`src/dlfb_params.svh`:
```
// Offsets, field positions, reset values and timing counts of the diagnostic flag bank.
`ifndef DLFB_PARAMS_SVH
`define DLFB_PARAMS_SVH
`define DLFB_SEL_OFS         8'h80
`define DLFB_REF_LOSS_OFS    8'h84
`define DLFB_RSVD_FLAG_OFS   8'h85
`define DLFB_HOST_GATE_OFS   8'h86
`define DLFB_MEDIA_GATE_OFS  8'h87
`define DLFB_HOST_GEN_OFS    8'h88
`define DLFB_MEDIA_GEN_OFS   8'h89
`define DLFB_HOST_UNLK_OFS   8'h8A
`define DLFB_MEDIA_UNLK_OFS  8'h8B
`define DLFB_DATA_BASE       8'hC0
`define DLFB_REF_LOSS_BIT    7
`define DLFB_FLAG_RESET      8'h00
`define DLFB_SEL_RESET       8'h00
`define DLFB_SEL_RT_LAST     8'h06
`define DLFB_SEL_GATED_FIRST 8'h11
`define DLFB_SEL_GATED_LAST  8'h15
`define DLFB_TOTAL_LSB_NIB   4'h8
`define DLFB_CLK_PERIOD_NS   100
`define DLFB_GUARD_TIME_NS   10000
`define DLFB_GUARD_CYCLES    (`DLFB_GUARD_TIME_NS / `DLFB_CLK_PERIOD_NS)
`endif

```
`src/dlfb_pkg.sv`:
```
// Types shared by the diagnostic flag bank files.
package dlfb_pkg;
   typedef logic [7:0] dlfb_byte_t;
   typedef logic [5:0] dlfb_win_idx_t;
   typedef logic [3:0] dlfb_lane_t;
endpackage

```
`src/dlfb_window_mem.sv`:
```
// Small memory holding the diagnostics data window, with registered read data.
`timescale 1ns/1ns
module dlfb_window_mem #(
   parameter int WIDTH = 8,
   parameter int DEPTH = 64,
   parameter int AW    = $clog2(DEPTH)
) (
   input  wire logic             ref_clk,
   input  wire logic             reset_n,
   input  wire logic             wr_en,
   input  wire logic [AW-1:0]    wr_addr,
   input  wire logic [WIDTH-1:0] wr_data,
   input  wire logic             rd_en,
   input  wire logic [AW-1:0]    rd_addr,
   output logic      [WIDTH-1:0] rd_data
);
   logic [WIDTH-1:0] mem [DEPTH];

   always_ff @(posedge ref_clk)
   begin
      if (wr_en)
         mem[wr_addr] <= wr_data;
   end

   always_ff @(posedge ref_clk or negedge reset_n)
   begin
      if (!reset_n)
         rd_data <= '0;
      else if (rd_en)
         rd_data <= mem[rd_addr];
   end
endmodule

```
`src/dlfb_diag_latched_flag_bank.sv`:
```
// Latched clear-on-read diagnostic flags, content selector and diagnostics data window.
//
// Contract
// Loss of reference clock latches bit 7 at 0x84; clear on read; rest reserved.
// Host lane gating complete latches in 0x86, bit n-1 for lane n.
// Media lane gating complete latches in 0x87, bit n-1 for lane n.
// Host lane generator failure latches in 0x88, clear on read.
// Media lane generator failure latches in 0x89, clear on read.
// Host lane checker loss of lock latches in 0x8A, clear on read.
// Media lane checker loss of lock latches in 0x8B; 0x8C-0x95 reserved.
// Each flag has a mask; masked flags do not raise the alert.
// Selector at 0x80 chooses what the window at 0xC0-0xFF shows.
// Unsupported selector value reverts to zero; window then reads zeroes.
// Total bits counter LSB carries a latched checker sync loss indicator.
// Window refreshes within the guard time after a selector write, unsignalled.
// A read clears only bits it returned; events during the read stay latched.
`timescale 1ns/1ns
`include "dlfb_params.svh"
module dlfb_diag_latched_flag_bank (
   input  wire logic                     ref_clk,
   input  wire logic                     reset_n,
   input  wire logic [7:0]               reg_addr,
   input  wire logic                     reg_wr_en,
   input  wire logic [7:0]               reg_wr_data,
   input  wire logic                     reg_rd_en,
   output logic      [7:0]               reg_rd_data,
   input  wire logic                     ref_clock_loss_flag,
   input  wire logic [7:0]               host_gating_done_flag,
   input  wire logic [7:0]               media_gating_done_flag,
   input  wire logic [7:0]               host_gen_fail_flag,
   input  wire logic [7:0]               media_gen_fail_flag,
   input  wire logic [7:0]               host_checker_unlock_flag,
   input  wire logic [7:0]               media_checker_unlock_flag,
   input  wire logic                     ref_clock_loss_mask,
   input  wire logic [7:0]               host_gating_done_mask,
   input  wire logic [7:0]               media_gating_done_mask,
   input  wire logic [7:0]               host_gen_fail_mask,
   input  wire logic [7:0]               media_gen_fail_mask,
   input  wire logic [7:0]               host_checker_unlock_mask,
   input  wire logic [7:0]               media_checker_unlock_mask,
   output logic                          diag_flag_alert,
   input  wire logic [15:0]              counter_restart,
   output dlfb_pkg::dlfb_byte_t          diag_content_select,
   output dlfb_pkg::dlfb_win_idx_t       diag_data_index,
   input  wire dlfb_pkg::dlfb_byte_t     diag_data_byte
);
   localparam int GUARD_CYC = `DLFB_GUARD_CYCLES;
   localparam logic [7:0] FLAG_OFS [6] = '{`DLFB_HOST_GATE_OFS, `DLFB_MEDIA_GATE_OFS,
      `DLFB_HOST_GEN_OFS, `DLFB_MEDIA_GEN_OFS, `DLFB_HOST_UNLK_OFS, `DLFB_MEDIA_UNLK_OFS};

   logic                     ref_loss_reg;
   logic                     ref_hit;
   logic [7:0]               lane_ev [6];
   logic [7:0]               flag_reg [6];
   logic [5:0]               flag_hit;
   dlfb_pkg::dlfb_byte_t     sel_reg;
   logic                     sel_wr;
   dlfb_pkg::dlfb_win_idx_t  idx_reg;
   logic                     pass_done_reg;
   logic [15:0]              sync_loss_reg;
   logic                     counter_sel;
   dlfb_pkg::dlfb_lane_t     lane;
   dlfb_pkg::dlfb_byte_t     win_wdata;
   logic                     win_rd;
   logic                     from_win_reg;
   dlfb_pkg::dlfb_byte_t     rd_byte_reg;
   dlfb_pkg::dlfb_byte_t     rd_byte_next;
   dlfb_pkg::dlfb_byte_t     win_q;

   function automatic logic sel_supported(input dlfb_pkg::dlfb_byte_t v);
      return (v <= `DLFB_SEL_RT_LAST) ||
             (v >= `DLFB_SEL_GATED_FIRST && v <= `DLFB_SEL_GATED_LAST);
   endfunction

   // ****************************************************************
   // Latched flags
   // ****************************************************************
   assign lane_ev[0] = host_gating_done_flag;
   assign lane_ev[1] = media_gating_done_flag;
   assign lane_ev[2] = host_gen_fail_flag;
   assign lane_ev[3] = media_gen_fail_flag;
   assign lane_ev[4] = host_checker_unlock_flag;
   assign lane_ev[5] = media_checker_unlock_flag;
   assign ref_hit    = reg_rd_en && reg_addr == `DLFB_REF_LOSS_OFS;

   always_ff @(posedge ref_clk or negedge reset_n)
   begin
      if (!reset_n)
         ref_loss_reg <= 1'b0;
      else
         ref_loss_reg <= ref_clock_loss_flag | (ref_loss_reg & ~ref_hit);
   end

   // A read clears the byte it returned; an event in the same cycle sets again.
   for (genvar k = 0; k < 6; k++)
   begin : g_flag
      assign flag_hit[k] = reg_rd_en && reg_addr == FLAG_OFS[k];
      always_ff @(posedge ref_clk or negedge reset_n)
      begin
         if (!reset_n)
            flag_reg[k] <= `DLFB_FLAG_RESET;
         else
            flag_reg[k] <= lane_ev[k] | (flag_hit[k] ? 8'h00 : flag_reg[k]);
      end
   end

   assign diag_flag_alert = (ref_loss_reg & ~ref_clock_loss_mask) |
      (|(flag_reg[0] & ~host_gating_done_mask))     | (|(flag_reg[1] & ~media_gating_done_mask)) |
      (|(flag_reg[2] & ~host_gen_fail_mask))        | (|(flag_reg[3] & ~media_gen_fail_mask)) |
      (|(flag_reg[4] & ~host_checker_unlock_mask))  |
      (|(flag_reg[5] & ~media_checker_unlock_mask));

   // ****************************************************************
   // Content selector and window refresh
   // ****************************************************************
   assign sel_wr = reg_wr_en && reg_addr == `DLFB_SEL_OFS;

   always_ff @(posedge ref_clk or negedge reset_n)
   begin
      if (!reset_n)
         sel_reg <= `DLFB_SEL_RESET;
      else if (sel_wr)
         sel_reg <= sel_supported(reg_wr_data) ? reg_wr_data : `DLFB_SEL_RESET;
   end

   // The sweep runs all the time so the window tracks the data source; a
   // selector write restarts it, so a full pass ends 64 cycles later.
   always_ff @(posedge ref_clk or negedge reset_n)
   begin
      if (!reset_n)
         idx_reg <= 6'h00;
      else if (sel_wr)
         idx_reg <= 6'h00;
      else
         idx_reg <= idx_reg + 6'h01;
   end

   always_ff @(posedge ref_clk or negedge reset_n)
   begin
      if (!reset_n)
         pass_done_reg <= 1'b0;
      else if (sel_wr)
         pass_done_reg <= 1'b0;
      else if (idx_reg == 6'h3F)
         pass_done_reg <= 1'b1;
   end

   // Host lanes occupy indices 0-7 and media lanes 8-15.
   always_ff @(posedge ref_clk or negedge reset_n)
   begin
      if (!reset_n)
         sync_loss_reg <= 16'h0000;
      else
         sync_loss_reg <= {media_checker_unlock_flag, host_checker_unlock_flag} |
                          (sync_loss_reg & ~counter_restart);
   end

   assign counter_sel = sel_reg[7:5] == 3'h0 && !sel_reg[3] &&
                        sel_reg[2:0] >= 3'h2 && sel_reg[2:0] <= 3'h5;
   assign lane        = {2'(sel_reg[1:0] - 2'h2), idx_reg[5:4]};

   always_comb
   begin
      if (sel_reg == `DLFB_SEL_RESET)
         win_wdata = 8'h00;
      else if (counter_sel && idx_reg[3:0] == `DLFB_TOTAL_LSB_NIB)
         win_wdata = {diag_data_byte[7:1], sync_loss_reg[lane]};
      else
         win_wdata = diag_data_byte;
   end

   assign diag_content_select = sel_reg;
   assign diag_data_index     = idx_reg;

   // ****************************************************************
   // Register read
   // ****************************************************************
   assign win_rd = reg_rd_en && reg_addr >= `DLFB_DATA_BASE;

   dlfb_window_mem #(
      .WIDTH (8),
      .DEPTH (64)
   ) u_window (
      .ref_clk (ref_clk),
      .reset_n (reset_n),
      .wr_en   (1'b1),
      .wr_addr (idx_reg),
      .wr_data (win_wdata),
      .rd_en   (win_rd),
      .rd_addr (reg_addr[5:0]),
      .rd_data (win_q)
   );

   always_comb
   begin
      rd_byte_next = 8'h00;
      if (reg_addr == `DLFB_SEL_OFS)
         rd_byte_next = sel_reg;
      if (ref_hit)
         rd_byte_next = {ref_loss_reg, 7'h00};
      for (int k = 0; k < 6; k++)
         if (reg_addr == FLAG_OFS[k])
            rd_byte_next = flag_reg[k];
   end

   always_ff @(posedge ref_clk or negedge reset_n)
   begin
      if (!reset_n)
      begin
         rd_byte_reg  <= 8'h00;
         from_win_reg <= 1'b0;
      end
      else if (reg_rd_en)
      begin
         rd_byte_reg  <= rd_byte_next;
         from_win_reg <= win_rd;
      end
   end

   assign reg_rd_data = from_win_reg ? win_q : rd_byte_reg;
endmodule

```
`config.mk`:
```
export PLATFORM = sky130hd
export DESIGN_NAME = dlfb_diag_latched_flag_bank
export DESIGN_NICKNAME = d
export VERILOG_FILES = /design/src/dlfb_pkg.sv /design/src/dlfb_window_mem.sv /design/src/dlfb_diag_latched_flag_bank.sv
export VERILOG_INCLUDE_DIRS = /design/src
export SDC_FILE = /design/constraint.sdc
export NUM_CORES = 1
export LEC_CHECK = 0
export BUFFER_PORTS_ARGS = -buffer_cell sky130_fd_sc_hd__buf_4
export CAP_MARGIN = 20
export CORE_MARGIN = 5
export CORE_UTILIZATION = 35
export DETAILED_ROUTE_END_ITERATION = 10
export GPL_TIMING_DRIVEN = 1
export MAX_ROUTING_LAYER = met4
export PLACE_DENSITY = 0.61
export SLEW_MARGIN = 20
export SYNTH_ARGS = -nofsm -noshare
export SYNTH_HDL_FRONTEND = slang
export SYNTH_SLANG_ARGS = --single-unit
```
`constraint.sdc`:
```
create_clock -name ref_clk -period 4.35 [get_ports ref_clk]
set_clock_uncertainty 0.15 [all_clocks]
set_input_delay 0.435 -clock ref_clk [delete_from_list [all_inputs] [get_ports ref_clk]]
set_output_delay 0.435 -clock ref_clk [all_outputs]
set_load 0.01 [all_outputs]
```
Yosys cells after proc, flatten, opt, wreduce, memory -nomap -nowiden
Memories as Yosys holds them, arrays and structs flattened. A register that Yosys moved wholly into a read port is not among the register bits.
Cells that the tools add are included.

cells by class
  add/sub/neg operators = 2
  reductions and logical operators = 25
  muxes and demuxes = 21
  order comparisons = 7
  $mul = 0
  equal/unequal tests = 9
  div/mod/pow operators = 0
  shift-type cells = 0
  bitwise gates (word level) = 32

operators by type and width
  kind                                                                                  number
  8-bit 2-to-1 mux                                                                      17
  8-bit == test (second input constant)                                                 8
  8-bit bitwise AND                                                                     6
  8-bit inverter                                                                        6
  8-bit bitwise OR                                                                      6
  8-bit OR reduction                                                                    6
  16-bit bitwise AND                                                                    1
  16-bit inverter                                                                       1
  16-bit bitwise OR                                                                     1
  1-bit logical AND                                                                     14
  8-bit by 5-bit greater-or-equal comparator with 1-bit output (second input constant)  1
  8-bit greater-or-equal comparator (second input constant)                             1
  8-bit by 3-bit <= comparator with 1-bit output (second input constant)                1
  8-bit by 5-bit <= comparator with 1-bit output (second input constant)                1
  8-bit zero test                                                                       1
  1-bit bitwise OR                                                                      7
  6-bit by 1-bit adder with 6-bit output (second input constant)                        1
  6-bit 2-to-1 mux                                                                      1
  4-bit by 5-bit < comparator with 1-bit output (second input constant)                 1
  1-bit binary-select mux with 4-bit select                                             1
  4-bit == test (second input constant)                                                 1
  3-bit by 2-bit greater-or-equal comparator with 1-bit output (second input constant)  1
  3-bit <= comparator (second input constant)                                           1
  3-bit zero test                                                                       1
  other kinds (6)                                                                       10

word-level totals
  latch bits = 0
  ROM bits = 0
  memories kept = 1
  bits in writable memories = 512
  logic and storage cells = 109
  input bits = 142
  flip-flop bits (word level) = 88

memories
  name          words  width  read ports  clocked after Yosys merged registers in  wr ports  line                   source
  u_window.mem  64     8      1           1                                        1         dlfb_window_mem.sv:17  logic [WIDTH-1:0] mem [DEPTH];

Longest topological paths before layout
Gate-level depths: netlist of run 1.

  depth after elaboration = 9
  mapped depth = 10
  gate-level depth less buffers = 6

Cells and area by module
From an unflattened synthesis of run 1, not the netlist that was laid out.

second synthesis, totals
  cell total of the unflattened synthesis = 1402
  area, all modules = 24901.4 um^2

modules (own cells, without submodules)
  module                       times used  seq. area each (um^2)  area an instance (um^2)  cells an instance
  dlfb_window_mem              1           15574.9                20226.9                  939
  dlfb_diag_latched_flag_bank  1           2202.1                 4674.5                   463

Worst setup path before layout of run 1
Ideal clock, no wire load.

  path kind = register to register
  start = register idx_reg[4] (netlist: diag_data_index[4])
  end = memory u_window.mem[0][0], data pin
  cell stages (with the launch flop) = 6
  arrival = 3.008 ns
  setup time = 0.548 ns
  clock period less this slack = 3.706 ns
  required time = 3.652 ns
  path slack = 0.644 ns
  path through = dfrtp_1 clkbuf_1 mux4_2 mux4_2 mux2i_1 a21oi_1

on the way
  longest elaborated chain between the ends = 4

RTL lines
  element                                    line                                source
  start, declared                            dlfb_diag_latched_flag_bank.sv:58   dlfb_pkg::dlfb_win_idx_t idx_reg;
  start signal, assigned                     dlfb_diag_latched_flag_bank.sv:135  idx_reg <= idx_reg + 6'h01;
  1-bit binary-select mux with 4-bit select  dlfb_diag_latched_flag_bank.sv:167  win_wdata = {diag_data_byte[7:1], sync_loss_reg[lane]};
  1-bit 2-to-1 mux (not written as such)     dlfb_diag_latched_flag_bank.sv:167
  1-bit 2-to-1 mux                           dlfb_diag_latched_flag_bank.sv:166  else if (counter_sel && idx_reg[3:0] == `DLFB_TOTAL_LSB_NIB)
  8-bit 2-to-1 mux                           dlfb_diag_latched_flag_bank.sv:164  if (sel_reg == `DLFB_SEL_RESET)
  named net u_window.wr_data[0]              dlfb_window_mem.sv:12               input wire logic [WIDTH-1:0] wr_data,
  end, declared                              dlfb_window_mem.sv:17

The timed path passes the listed nets, and every way through them passes these cells. The select of a mux whose other input is x is not followed.

Worst setup path after layout of run 1
  start = register flag_reg[4] in the netlist's numbering
  end = output port diag_flag_alert

on the way
  longest elaborated chain between the ends = 3

RTL lines
  element                          line                                source
  start, declared                  dlfb_diag_latched_flag_bank.sv:54   logic [7:0] flag_reg [6];
  start signal, assigned by index  dlfb_diag_latched_flag_bank.sv:101  flag_reg[k] <= `DLFB_FLAG_RESET;
  start signal, assigned by index  dlfb_diag_latched_flag_bank.sv:103  flag_reg[k] <= lane_ev[k] | (flag_hit[k] ? 8'h00 : flag_reg[k]);
  8-bit bitwise AND                dlfb_diag_latched_flag_bank.sv:111  (|(flag_reg[5] & ~media_checker_unlock_mask));
  8-bit OR reduction               dlfb_diag_latched_flag_bank.sv:111
  1-bit bitwise OR                 dlfb_diag_latched_flag_bank.sv:110  (|(flag_reg[4] & ~host_checker_unlock_mask)) |
  end, declared                    dlfb_diag_latched_flag_bank.sv:41   output logic diag_flag_alert,

Every way passes these cells.

==> flow_summary.html, run 1 <==
<table>
<tr><th>Metric</th><th>Value</th></tr>
<tr><th colspan="2">Place</th></tr>
<tr><td>Gpl congestion</td><td>between 0.9 and 1</td></tr>
<tr><td>Estimated wirelength of the detail-placed design</td><td>47,200 um</td></tr>
<tr><td>Placed standard-cell area</td><td>27,100 um2</td></tr>
<tr><td>Setup WS pre-CTS</td><td>around 1.2 ns</td></tr>
<tr><td>Port-buffer cells</td><td>between 150 and 200</td></tr>
<tr><th colspan="2">Yosys</th></tr>
<tr><td>Number of warnings printed during yosys synthesis</td><td>0</td></tr>
<tr><td>Share of async-settable or async-resettable flops after synthesis</td><td>between 10% and 20%</td></tr>
<tr><td>Cell count after synthesis</td><td>about 1,400</td></tr>
<tr><td>Main area contributors after synthesis</td><td>sky130_fd_sc_hd__edfxtp_1, sky130_fd_sc_hd__dfrtp_1, sky130_fd_sc_hd__mux4_2</td></tr>
<tr><td>Number of flops mapped to enable cells by yosys</td><td>between 500 and 600</td></tr>
<tr><td>Sequential-to-total area share from yosys stat</td><td>a little under three quarters</td></tr>
<tr><td>Avg Cell Area, Syn</td><td>between 15 and 20 um2</td></tr>
<tr><td>Post-synth net total</td><td>about 1,600</td></tr>
<tr><td>Post-synth cell types</td><td>between 60 and 70</td></tr>
<tr><td>Cell taking the most area after synthesis</td><td>sky130_fd_sc_hd__edfxtp_1</td></tr>
<tr><td>Synth Cell Area</td><td>roughly 25,000 um2</td></tr>
<tr><td>Count leader, synth</td><td>sky130_fd_sc_hd__edfxtp_1</td></tr>
<tr><td>Portion of synthesized cell area occupied by the leading cell type</td><td>62.2%</td></tr>
<tr><td>Number of register bits inferred by synthesis</td><td>around 600</td></tr>
<tr><td>List of most frequent post-synthesis cells</td><td>sky130_fd_sc_hd__edfxtp_1, sky130_fd_sc_hd__mux4_2, sky130_fd_sc_hd__nor2_1</td></tr>
<tr><td>Most used DFF post-synth</td><td>sky130_fd_sc_hd__edfxtp_1</td></tr>
<tr><th colspan="2">Route</th></tr>
<tr><td>Vias per std cell</td><td>about 5.4</td></tr>
<tr><td>DRT iter0 DRCs</td><td>about 1,600</td></tr>
<tr><td>Detailed-route wire length</td><td>between 70,000 and 80,000 um</td></tr>
<tr><td>Remaining routing DRC violations</td><td>0</td></tr>
<tr><td>Routed Antenna Nets</td><td>0</td></tr>
<tr><td>1st-pass router iterations</td><td>5</td></tr>
<tr><td>Number of vias in the routed layout</td><td>approximately 15,000</td></tr>
<tr><td>Wire per inst</td><td>between 20 and 30 um</td></tr>
<tr><th colspan="2">Pwr</th></tr>
<tr><td>Part of the power in registers</td><td>50.0%</td></tr>
<tr><td>NetSw</td><td>approximately 3.2 mW</td></tr>
<tr><td>Cell Int Power</td><td>around 10 mW</td></tr>
<tr><td>Switching Share</td><td>24.6%</td></tr>
<tr><td>Total leakage power</td><td>approximately 11 nW</td></tr>
<tr><td>Clock share of power</td><td>around two fifths</td></tr>
<tr><td>Gate power share</td><td>a little over a tenth</td></tr>
<tr><td>Max IR drop VDD</td><td>~0.00038 V</td></tr>
<tr><td>Power per unit of standard cell area</td><td>444 nW/um2</td></tr>
<tr><th colspan="2">STA</th></tr>
<tr><td>Measured slew at the worst slew-check pin</td><td>1.03 ns</td></tr>
<tr><td>Total Negative Setup Slacks</td><td>0 ns</td></tr>
<tr><td>Final period utilization</td><td>between 60% and 70%</td></tr>
<tr><td>Fin Hold WS</td><td>around 0.079 ns</td></tr>
<tr><td>Setup repair after global routing missed its margin</td><td>false</td></tr>
<tr><td>Final Setup Violations</td><td>0</td></tr>
<tr><td>Max-slew violation count</td><td>0</td></tr>
<tr><td>Final worst slack</td><td>approximately 1.4 ns</td></tr>
<tr><td>Hold Vio Cnt, Final</td><td>0</td></tr>
<tr><td>Tmin final</td><td>roughly 3 ns</td></tr>
<tr><td>Achievable frequency</td><td>~0.34 GHz</td></tr>
<tr><td>Worst slew margin</td><td>30.9%</td></tr>
<tr><th colspan="2">Worst setup path</th></tr>
<tr><td>Crit-path slowest cell</td><td>sky130_fd_sc_hd__dfrtp_1</td></tr>
<tr><td>Worst path max stage delay</td><td>approximately 0.46 ns</td></tr>
<tr><td>Type of the setup path with the least slack</td><td>reg2out</td></tr>
<tr><td>Kind of end point of the critical path</td><td>output pin</td></tr>
<tr><td>Arrival @ worst endpoint</td><td>2.35 ns</td></tr>
<tr><td>Crit path cell chain</td><td>nand2b_1, o2111ai_1, nor3_1, nand4_1, or3_1, buf_4</td></tr>
<tr><td>CP startpoint kind</td><td>register</td></tr>
<tr><td>Required time at the endpoint of the critical path</td><td>between 3 and 4 ns</td></tr>
<tr><td>Max FO, Critical Path</td><td>3</td></tr>
<tr><th colspan="2">Outcome</th></tr>
<tr><td>Result of the run</td><td>complete, no violations</td></tr>
<tr><th colspan="2">Global route</th></tr>
<tr><td>Antenna violations before repair</td><td>3</td></tr>
<tr><td>Vias in the first global route</td><td>14,800</td></tr>
<tr><td>First-pass GRT wire length</td><td>just over 100,000 um</td></tr>
<tr><td>Tot GR Track Use</td><td>19.2%</td></tr>
<tr><td>Largest net degree at the start of global routing</td><td>90</td></tr>
<tr><td>Final global-route overflow total</td><td>0</td></tr>
<tr><th colspan="2">Clock network</th></tr>
<tr><td>Clock Sink Count</td><td>608</td></tr>
<tr><td>TritonCTS Buffers</td><td>61</td></tr>
<tr><td>Root Buffer</td><td>sky130_fd_sc_hd__clkbuf_16</td></tr>
<tr><td>Maximum root-to-sink buffer count</td><td>3</td></tr>
<tr><td>TritonCTS clock tree</td><td>built</td></tr>
<tr><td>Total setup buffers inserted after CTS</td><td>0</td></tr>
<tr><td>Clock slew seen by the registers of the worst setup and hold paths</td><td>about 0.060 ns</td></tr>
<tr><td>Worst skew pair latency</td><td>between 0.6 and 0.7 ns</td></tr>
<tr><td>CTS HTree Levels</td><td>2</td></tr>
<tr><th colspan="2">Finish</th></tr>
<tr><td>Post-layout instance area</td><td>29,800 um2</td></tr>
<tr><td>Total area of sequential cells</td><td>approximately 18,000 um2</td></tr>
<tr><td>Fraction of the core area covered by cells at the end of the flow</td><td>a little over two fifths</td></tr>
<tr><td>Share of final-layout standard cells stronger than drive strength 1</td><td>24.8%</td></tr>
<tr><td>Layout Nets</td><td>~1,800</td></tr>
<tr><td>Number of fill cells</td><td>a little over 6,000</td></tr>
<tr><td>Layout-stage area growth over the synthesis result</td><td>20.3%</td></tr>
<tr><td>Largest register FFs</td><td>about 510</td></tr>
<tr><td>Combined area of the multi-input logic cells</td><td>6330 um2</td></tr>
<tr><th colspan="2">Floorplanning</th></tr>
<tr><td>X dimension of the die</td><td>approximately 280 um</td></tr>
<tr><td>Vert. Die Dim</td><td>approximately 280 um</td></tr>
<tr><td>Core area</td><td>~70,000 um2</td></tr>
<tr><td>Overall die area</td><td>approximately 76,000 um2</td></tr>
<tr><td>Std cell rows</td><td>97</td></tr>
<tr><td>Effective utilization at floorplan</td><td>between 30% and 40%</td></tr>
<tr><td>Number of primary I/O pins</td><td>about 170</td></tr>
<tr><th colspan="2">Worst hold path</th></tr>
<tr><td>Hold Crit Class</td><td>in2reg</td></tr>
<tr><th colspan="2">Run</th></tr>
<tr><td>MaxCap Viol Count</td><td>0</td></tr>
</table>
-- power groups by stage --
stage / clock network (mW) / registers, mW / logic [mW]
2_1_floorplan: 0 / 6.62 / 0.713
3_3_place_gp: 0 / 6.71 / 1.28
3_5_place_dp: 0 / 6.72 / 1.30
4_1_cts: 5.32 / 6.60 / 1.36
5_1_grt: 5.58 / 6.61 / 1.44
6_report: 5.23 / 6.60 / 1.37
-- final cells by class --
class,instances,area share [%]
clock inverter,35,1.19
clock buffer,79,5.46
multi-input combinational,685,21.3
sequential,608,59.7
antenna,3,0.0252
inverter,71,0.896
tap,940,3.95
timing repair buffer,266,7.46
-- metrics by stage --
| stage | power (mW) | std cells |
|---|---|---|
| 3_3_place_gp | 8.00 | 2500 |
| 6_report | 13.2 | 2687 |
| 4_1_cts | 13.3 | 2684 |
| 2_1_floorplan | 7.33 | 1439 |
| 3_5_place_dp | 8.02 | 2500 |
| 5_1_grt | 13.6 | 2687 |
-- layer usage --
metal  vias up  global-route usage [%]  part of all wire (%)
met1      7518                    25.3                    42
li1       6226                       -                     -
met2       729                    29.0                    45
met5         -                       -                     0
met3       130                    5.24                   9.3
met4         0                    6.33                   3.6
-- cells in the final DEF, fill, tap and decap left out, types with 11 or more instances in the layout --
| cell | instances |
|---|---|
| sky130_fd_sc_hd__mux4_2 | 102 |
| sky130_fd_sc_hd__a21o_1 | 67 |
| sky130_fd_sc_hd__mux2i_1 | 67 |
| sky130_fd_sc_hd__o21ai_0 | 15 |
| sky130_fd_sc_hd__a21oi_1 | 21 |
| sky130_fd_sc_hd__o22ai_1 | 22 |
| sky130_fd_sc_hd__clkinv_1 | 12 |
| sky130_fd_sc_hd__nand3_1 | 21 |
| sky130_fd_sc_hd__o221ai_1 | 21 |
| sky130_fd_sc_hd__clkinv_2 | 11 |
| sky130_fd_sc_hd__inv_1 | 71 |
| sky130_fd_sc_hd__mux2_2 | 23 |
| sky130_fd_sc_hd__dfrtp_1 | 96 |
| sky130_fd_sc_hd__nand2_1 | 43 |
| sky130_fd_sc_hd__edfxtp_1 | 512 |
| sky130_fd_sc_hd__dlygate4sd3_1 | 70 |
| sky130_fd_sc_hd__clkbuf_1 | 15 |
| sky130_fd_sc_hd__buf_4 | 191 |
| sky130_fd_sc_hd__nor2_1 | 97 |
| sky130_fd_sc_hd__a211oi_1 | 11 |
| sky130_fd_sc_hd__a221oi_1 | 11 |
| sky130_fd_sc_hd__clkbuf_16 | 61 |
-- final timing paths --
path                                    startpoint             endpoint  slack, ns  cells past startpoint
worst max-delay path                   flag_reg[4]      diag_flag_alert       1.42                      6
worst min-delay path                     reg_wr_en   diag_data_index[0]       0.08                      4
worst max register to register  diag_data_index[2]  u_window.mem[61][1]       1.42                      2
worst min register to register   sync_loss_reg[15]    sync_loss_reg[15]       0.32                      1
max in group asynchronous                  reset_n         flag_reg[21]       2.65                      3
min in group asynchronous                  reset_n     sync_loss_reg[0]       0.34                      2
-- kinds of logic (layout without fill, tap and decap cells) --
| logic type | count (synthesis) | count (layout) | synth area share, % |
|---|---|---|---|
| compound gates | 244 | 244 | 7.27 |
| xor+xnor | 5 | 5 | 0.177 |
| simple gates | 240 | 240 | 4.69 |
| flops | 608 | 608 | 71.9 |
| buf+inv | 146 | 451 | 2.73 |
| other cells | 0 | 3 | 0 |
| mux | 194 | 194 | 13.2 |
| fa+ha+maj | 2 | 2 | 0.101 |
-- timing repair --
item | 4_1_cts | 5_1_grt
hold endpoints to repair | 130 | 0
hold buffers | 70 | 0
gates resized for setup | 0 | 0
-- worst max-delay path, delay by kind of cell, from the launching register on --
family	cells	cell delay, ns
buffers and inverters	1	0.17
AOI/OAI and AO/OA	1	0.19
DFF	1	0.46
and+or+nand+nor	4	0.90
Note: power is estimated with default switching activity, not from simulation.
==> run 2: changes to the inputs <==
--- a/config.mk
+++ b/config.mk
@@ -6,6 +6,7 @@
 export SDC_FILE = /design/constraint.sdc
 export NUM_CORES = 1
 export LEC_CHECK = 0
+export ABC_AREA = 1
 export BUFFER_PORTS_ARGS = -buffer_cell sky130_fd_sc_hd__buf_4
 export CAP_MARGIN = 20
 export CORE_MARGIN = 5
@@ -13,7 +14,7 @@
 export DETAILED_ROUTE_END_ITERATION = 10
 export GPL_TIMING_DRIVEN = 1
 export MAX_ROUTING_LAYER = met4
-export PLACE_DENSITY = 0.61
+export PLACE_DENSITY = 0.63
 export SLEW_MARGIN = 20
 export SYNTH_ARGS = -nofsm -noshare
 export SYNTH_HDL_FRONTEND = slang
==> constraint.sdc (replaced) <==
create_clock -name ref_clk -period 2.5 [get_ports ref_clk]
set_clock_uncertainty 0.15 [all_clocks]
set_input_delay 0.25 -clock ref_clk [delete_from_list [all_inputs] [get_ports ref_clk]]
set_output_delay 0.25 -clock ref_clk [all_outputs]
set_load 0.01 [all_outputs]
==> flow_summary.html, run 2 <==
<table>
<tr><th>Metric</th><th>Value</th></tr>
<tr><th colspan="2">Yosys</th></tr>
<tr><td>Portion of synthesized cell area occupied by the leading cell type</td><td>between 50% and 60%</td></tr>
<tr><td>Share of async-settable or async-resettable flops after synthesis</td><td>roughly 16%</td></tr>
<tr><td>Cell count after synthesis</td><td>2,531</td></tr>
<tr><td>Post-synth net total</td><td>2,675</td></tr>
<tr><td>Synth Cell Area</td><td>25,600 um2</td></tr>
<tr><td>Cell taking the most area after synthesis</td><td>sky130_fd_sc_hd__edfxtp_1</td></tr>
<tr><td>Number of flops mapped to enable cells by yosys</td><td>512</td></tr>
<tr><td>Number of warnings printed during yosys synthesis</td><td>0</td></tr>
<tr><td>Main area contributors after synthesis</td><td>sky130_fd_sc_hd__edfxtp_1, sky130_fd_sc_hd__nand2_1, sky130_fd_sc_hd__dfrtp_1</td></tr>
<tr><td>Count leader, synth</td><td>sky130_fd_sc_hd__nand2_1</td></tr>
<tr><td>Sequential-to-total area share from yosys stat</td><td>between 60% and 70%</td></tr>
<tr><td>Post-synth cell types</td><td>37</td></tr>
<tr><td>Avg Cell Area, Syn</td><td>around 10 um2</td></tr>
<tr><td>Number of register bits inferred by synthesis</td><td>around 600</td></tr>
<tr><td>List of most frequent post-synthesis cells</td><td>sky130_fd_sc_hd__nand2_1, sky130_fd_sc_hd__edfxtp_1, sky130_fd_sc_hd__nor2_1</td></tr>
<tr><td>Most used DFF post-synth</td><td>sky130_fd_sc_hd__edfxtp_1</td></tr>
<tr><th colspan="2">Finish</th></tr>
<tr><td>Commonest non-fill, non-tap cells in the layout</td><td>sky130_fd_sc_hd__nand2_1, sky130_fd_sc_hd__edfxtp_1, sky130_fd_sc_hd__buf_4, sky130_fd_sc_hd__nor2_1, sky130_fd_sc_hd__inv_1</td></tr>
<tr><td>Layout-stage area growth over the synthesis result</td><td>25.1%</td></tr>
<tr><td>Number of fill cells</td><td>6,805</td></tr>
<tr><td>Share of final-layout standard cells stronger than drive strength 1</td><td>14.7%</td></tr>
<tr><td>Commonest non-fill, non-tap cell in the layout</td><td>sky130_fd_sc_hd__nand2_1</td></tr>
<tr><td>Largest register FFs</td><td>512</td></tr>
<tr><td>Layout Nets</td><td>approximately 3,100</td></tr>
<tr><th colspan="2">Pwr</th></tr>
<tr><td>Power per unit of standard cell area</td><td>roughly 760 nW/um2</td></tr>
<tr><td>Total leakage power</td><td>around 14 nW</td></tr>
<tr><td>Overall power</td><td>between 20 and 25 mW</td></tr>
<tr><td>Max IR drop VDD</td><td>between 0.0006 and 0.0007 V</td></tr>
<tr><th colspan="2">Run</th></tr>
<tr><td>MaxCap Viol Count</td><td>0</td></tr>
<tr><th colspan="2">Clock network</th></tr>
<tr><td>CTS HTree Levels</td><td>2</td></tr>
<tr><td>TritonCTS Buffers</td><td>61</td></tr>
<tr><td>Root Buffer</td><td>sky130_fd_sc_hd__clkbuf_16</td></tr>
<tr><td>Maximum root-to-sink buffer count</td><td>3</td></tr>
<tr><td>Clock slew seen by the registers of the worst setup and hold paths</td><td>about 0.06 ns</td></tr>
<tr><td>Worst skew pair latency</td><td>between 0.6 and 0.7 ns</td></tr>
<tr><td>Clock Sink Count</td><td>just over 600</td></tr>
<tr><td>TritonCTS clock tree</td><td>built</td></tr>
<tr><th colspan="2">Floorplanning</th></tr>
<tr><td>Core area</td><td>72,800 um2</td></tr>
<tr><td>Std cell rows</td><td>just under 100</td></tr>
<tr><td>Vert. Die Dim</td><td>approximately 280 um</td></tr>
<tr><td>Number of primary I/O pins</td><td>165</td></tr>
<tr><td>Overall die area</td><td>approximately 79,000 um2</td></tr>
<tr><td>Effective utilization at floorplan</td><td>35.2%</td></tr>
<tr><td>X dimension of the die</td><td>about 280 um</td></tr>
<tr><th colspan="2">Route</th></tr>
<tr><td>Met3 routed WL</td><td>6620 um</td></tr>
<tr><td>Number of vias in the routed layout</td><td>about 19,000</td></tr>
<tr><td>1st-pass router iterations</td><td>5</td></tr>
<tr><td>Amount of wire on met2 after detailed routing</td><td>36,300 um</td></tr>
<tr><td>Detailed-route wire length</td><td>77,000 um</td></tr>
<tr><td>DRT met1 WL</td><td>~32,000 um</td></tr>
<tr><td>Routed Antenna Nets</td><td>0</td></tr>
<tr><td>Remaining routing DRC violations</td><td>0</td></tr>
<tr><td>Highest metal used</td><td>met4</td></tr>
<tr><td>Wire per inst</td><td>roughly 20 um</td></tr>
<tr><td>DRT iter0 DRCs</td><td>approximately 1,800</td></tr>
<tr><td>Vias per std cell</td><td>4.88</td></tr>
<tr><th colspan="2">Worst setup path</th></tr>
<tr><td>Required time at the endpoint of the critical path</td><td>~2.1 ns</td></tr>
<tr><td>Cells on worst reg2reg path</td><td>10</td></tr>
<tr><td>CP endpoint</td><td>diag_flag_alert</td></tr>
<tr><td>Arrival @ worst endpoint</td><td>2.01 ns</td></tr>
<tr><td>Terminus of the critical flop-to-flop path</td><td>u_window.mem[30][0]</td></tr>
<tr><td>Max FO, Critical Path</td><td>2</td></tr>
<tr><td>Worst r2r src</td><td>diag_data_index[4]</td></tr>
<tr><td>Kind of end point of the critical path</td><td>output pin</td></tr>
<tr><td>CP startpoint kind</td><td>register</td></tr>
<tr><td>Worst setup path start</td><td>flag_reg[31]</td></tr>
<tr><td>Type of the setup path with the least slack</td><td>reg2out</td></tr>
<tr><td>R2R Setup Slk</td><td>about 0.13 ns</td></tr>
<tr><th colspan="2">Place</th></tr>
<tr><td>Port-buffer cells</td><td>around 160</td></tr>
<tr><td>Setup WS pre-CTS</td><td>between 0.07 and 0.08 ns</td></tr>
<tr><td>Estimated wirelength of the detail-placed design</td><td>around 50,000 um</td></tr>
<tr><td>Gpl congestion</td><td>around 0.92</td></tr>
<tr><th colspan="2">Outcome</th></tr>
<tr><td>Result of the run</td><td>complete, no violations</td></tr>
<tr><th colspan="2">STA</th></tr>
<tr><td>Measured slew at the worst slew-check pin</td><td>around 0.85 ns</td></tr>
<tr><td>Final period utilization</td><td>96.6%</td></tr>
<tr><td>Worst slew margin</td><td>around 43%</td></tr>
<tr><td>Max-slew violation count</td><td>0</td></tr>
<tr><td>Tmin final</td><td>around 2.4 ns</td></tr>
<tr><td>Final worst slack</td><td>0.0859 ns</td></tr>
<tr><td>Hold Vio Cnt, Final</td><td>0</td></tr>
<tr><td>Final Setup Violations</td><td>0</td></tr>
<tr><td>Setup repair after global routing missed its margin</td><td>false</td></tr>
<tr><td>Achievable frequency</td><td>0.414 GHz</td></tr>
<tr><th colspan="2">Global route</th></tr>
<tr><td>Antenna violations before repair</td><td>1</td></tr>
<tr><td>Largest net degree at the start of global routing</td><td>97</td></tr>
<tr><td>Final global-route overflow total</td><td>0</td></tr>
<tr><td>Vias in the first global route</td><td>18,500</td></tr>
<tr><td>First-pass GRT wire length</td><td>~110,000 um</td></tr>
<tr><td>Tot GR Track Use</td><td>19.6%</td></tr>
<tr><th colspan="2">Worst hold path</th></tr>
<tr><td>Hold Crit Class</td><td>in2async</td></tr>
</table>
==> run 2: cell count changes after synthesis, moves of 20 or more <==
cell,before,now
sky130_fd_sc_hd__o21bai_1,0,32
sky130_fd_sc_hd__nor2_1,97,208
sky130_fd_sc_hd__nand3_1,21,64
sky130_fd_sc_hd__nand2_1,43,1206
sky130_fd_sc_hd__mux4_2,102,0
sky130_fd_sc_hd__o221ai_1,21,1
sky130_fd_sc_hd__mux2_2,23,0
sky130_fd_sc_hd__mux2i_1,67,0
sky130_fd_sc_hd__inv_1,71,127
sky130_fd_sc_hd__a21oi_1,22,43
sky130_fd_sc_hd__a21o_1,67,1
sky130_fd_sc_hd__o21ai_0,15,45
==> run 2: worst min-delay path by stage <==
stage | from | to | slack (ns) | depth (start not counted)
global placement | reset_n | sync_loss_reg[9] | 0.20 | 2
finish | reset_n | flag_reg[1] | 0.05 | 3
detailed placement | reset_n | flag_reg[1] | 0.19 | 2
CTS | reset_n | u_window.rd_data[6] | 0.08 | 3
floorplan | reset_n | diag_content_select[0] | -0.20 | 0
global route | diag_data_byte[3] | u_window.mem[53][3] | 0.11 | 4
==> run 2: layer usage <==
metal  vias up  GRT usage, %
li1       9051             -
met1      9113          26.1
met2       788          30.8
met3       160          3.61
met4         0          6.24
met5         -             -
==> run 2: layout make-up <==
cell class              count  area (um2)  share of cell area [%]
flip-flops and latches    608       17800                    55.4
multi-input cells        1691        7040                    21.9
repair buffers            404        3530                    11.0
clock buffers              73        1610                    5.03
well taps                 959        1200                    3.74
inverters                 141         532                    1.66
clock inverters            42         388                    1.21
diodes                      2        5.00                  0.0156
==> run 2: stage by stage <==
step                area (um2)  setup TNS [ns]  hold slack [ns]  cells  utilization (%)
floorplan                25600         -151.59           -0.196   2531                -
global placement         29100               0            0.201   3704             39.9
detailed placement       29100               0            0.195   3704             39.9
CTS                      32000               0           0.0798   3916             44.0
global route             32100               0            0.114   3919             44.0
finish                   32100               0           0.0465   3920             44.0
==> run 2: critical path, stage by stage (launching register included) <==
cell and delay [ns]:
sky130_fd_sc_hd__dfrtp_1 0.46, sky130_fd_sc_hd__inv_1 0.12, sky130_fd_sc_hd__o22ai_1 0.13, sky130_fd_sc_hd__nor4_1 0.27, sky130_fd_sc_hd__and3_1 0.21, sky130_fd_sc_hd__nand2_1 0.05
sky130_fd_sc_hd__buf_4 0.14
==> run 2: cell families (layout without fill, tap and decap cells) <==
| group | after synthesis | after routing | share of synthesized area, % |
|---|---|---|---|
| fa+ha+maj | 2 | 2 | 0.0976 |
| other cells | 0 | 2 | 0 |
| buf+inv | 232 | 660 | 3.58 |
| xor+xnor | 1 | 1 | 0.0342 |
| flops | 608 | 608 | 69.3 |
| simple gates | 1530 | 1530 | 23.3 |
| compound gates | 158 | 158 | 3.69 |
==> run 2: what timing repair did <==
| action | in CTS | in global routing |
|---|---|---|
| resized for setup | 0 | 5 |
| hold buffers | 97 | 0 |
| setup buffers | 0 | 2 |
| setup endpoints to repair | 0 | 118 |
| hold endpoints to repair | 214 | 0 |
==> run 2: power by group <==
group / internal, mW / switching [mW] / total, mW
clock: 5.38 / 3.85 / 9.23
combinational: 1.05 / 2.17 / 3.21
sequential: 11.6 / 0.201 / 11.8
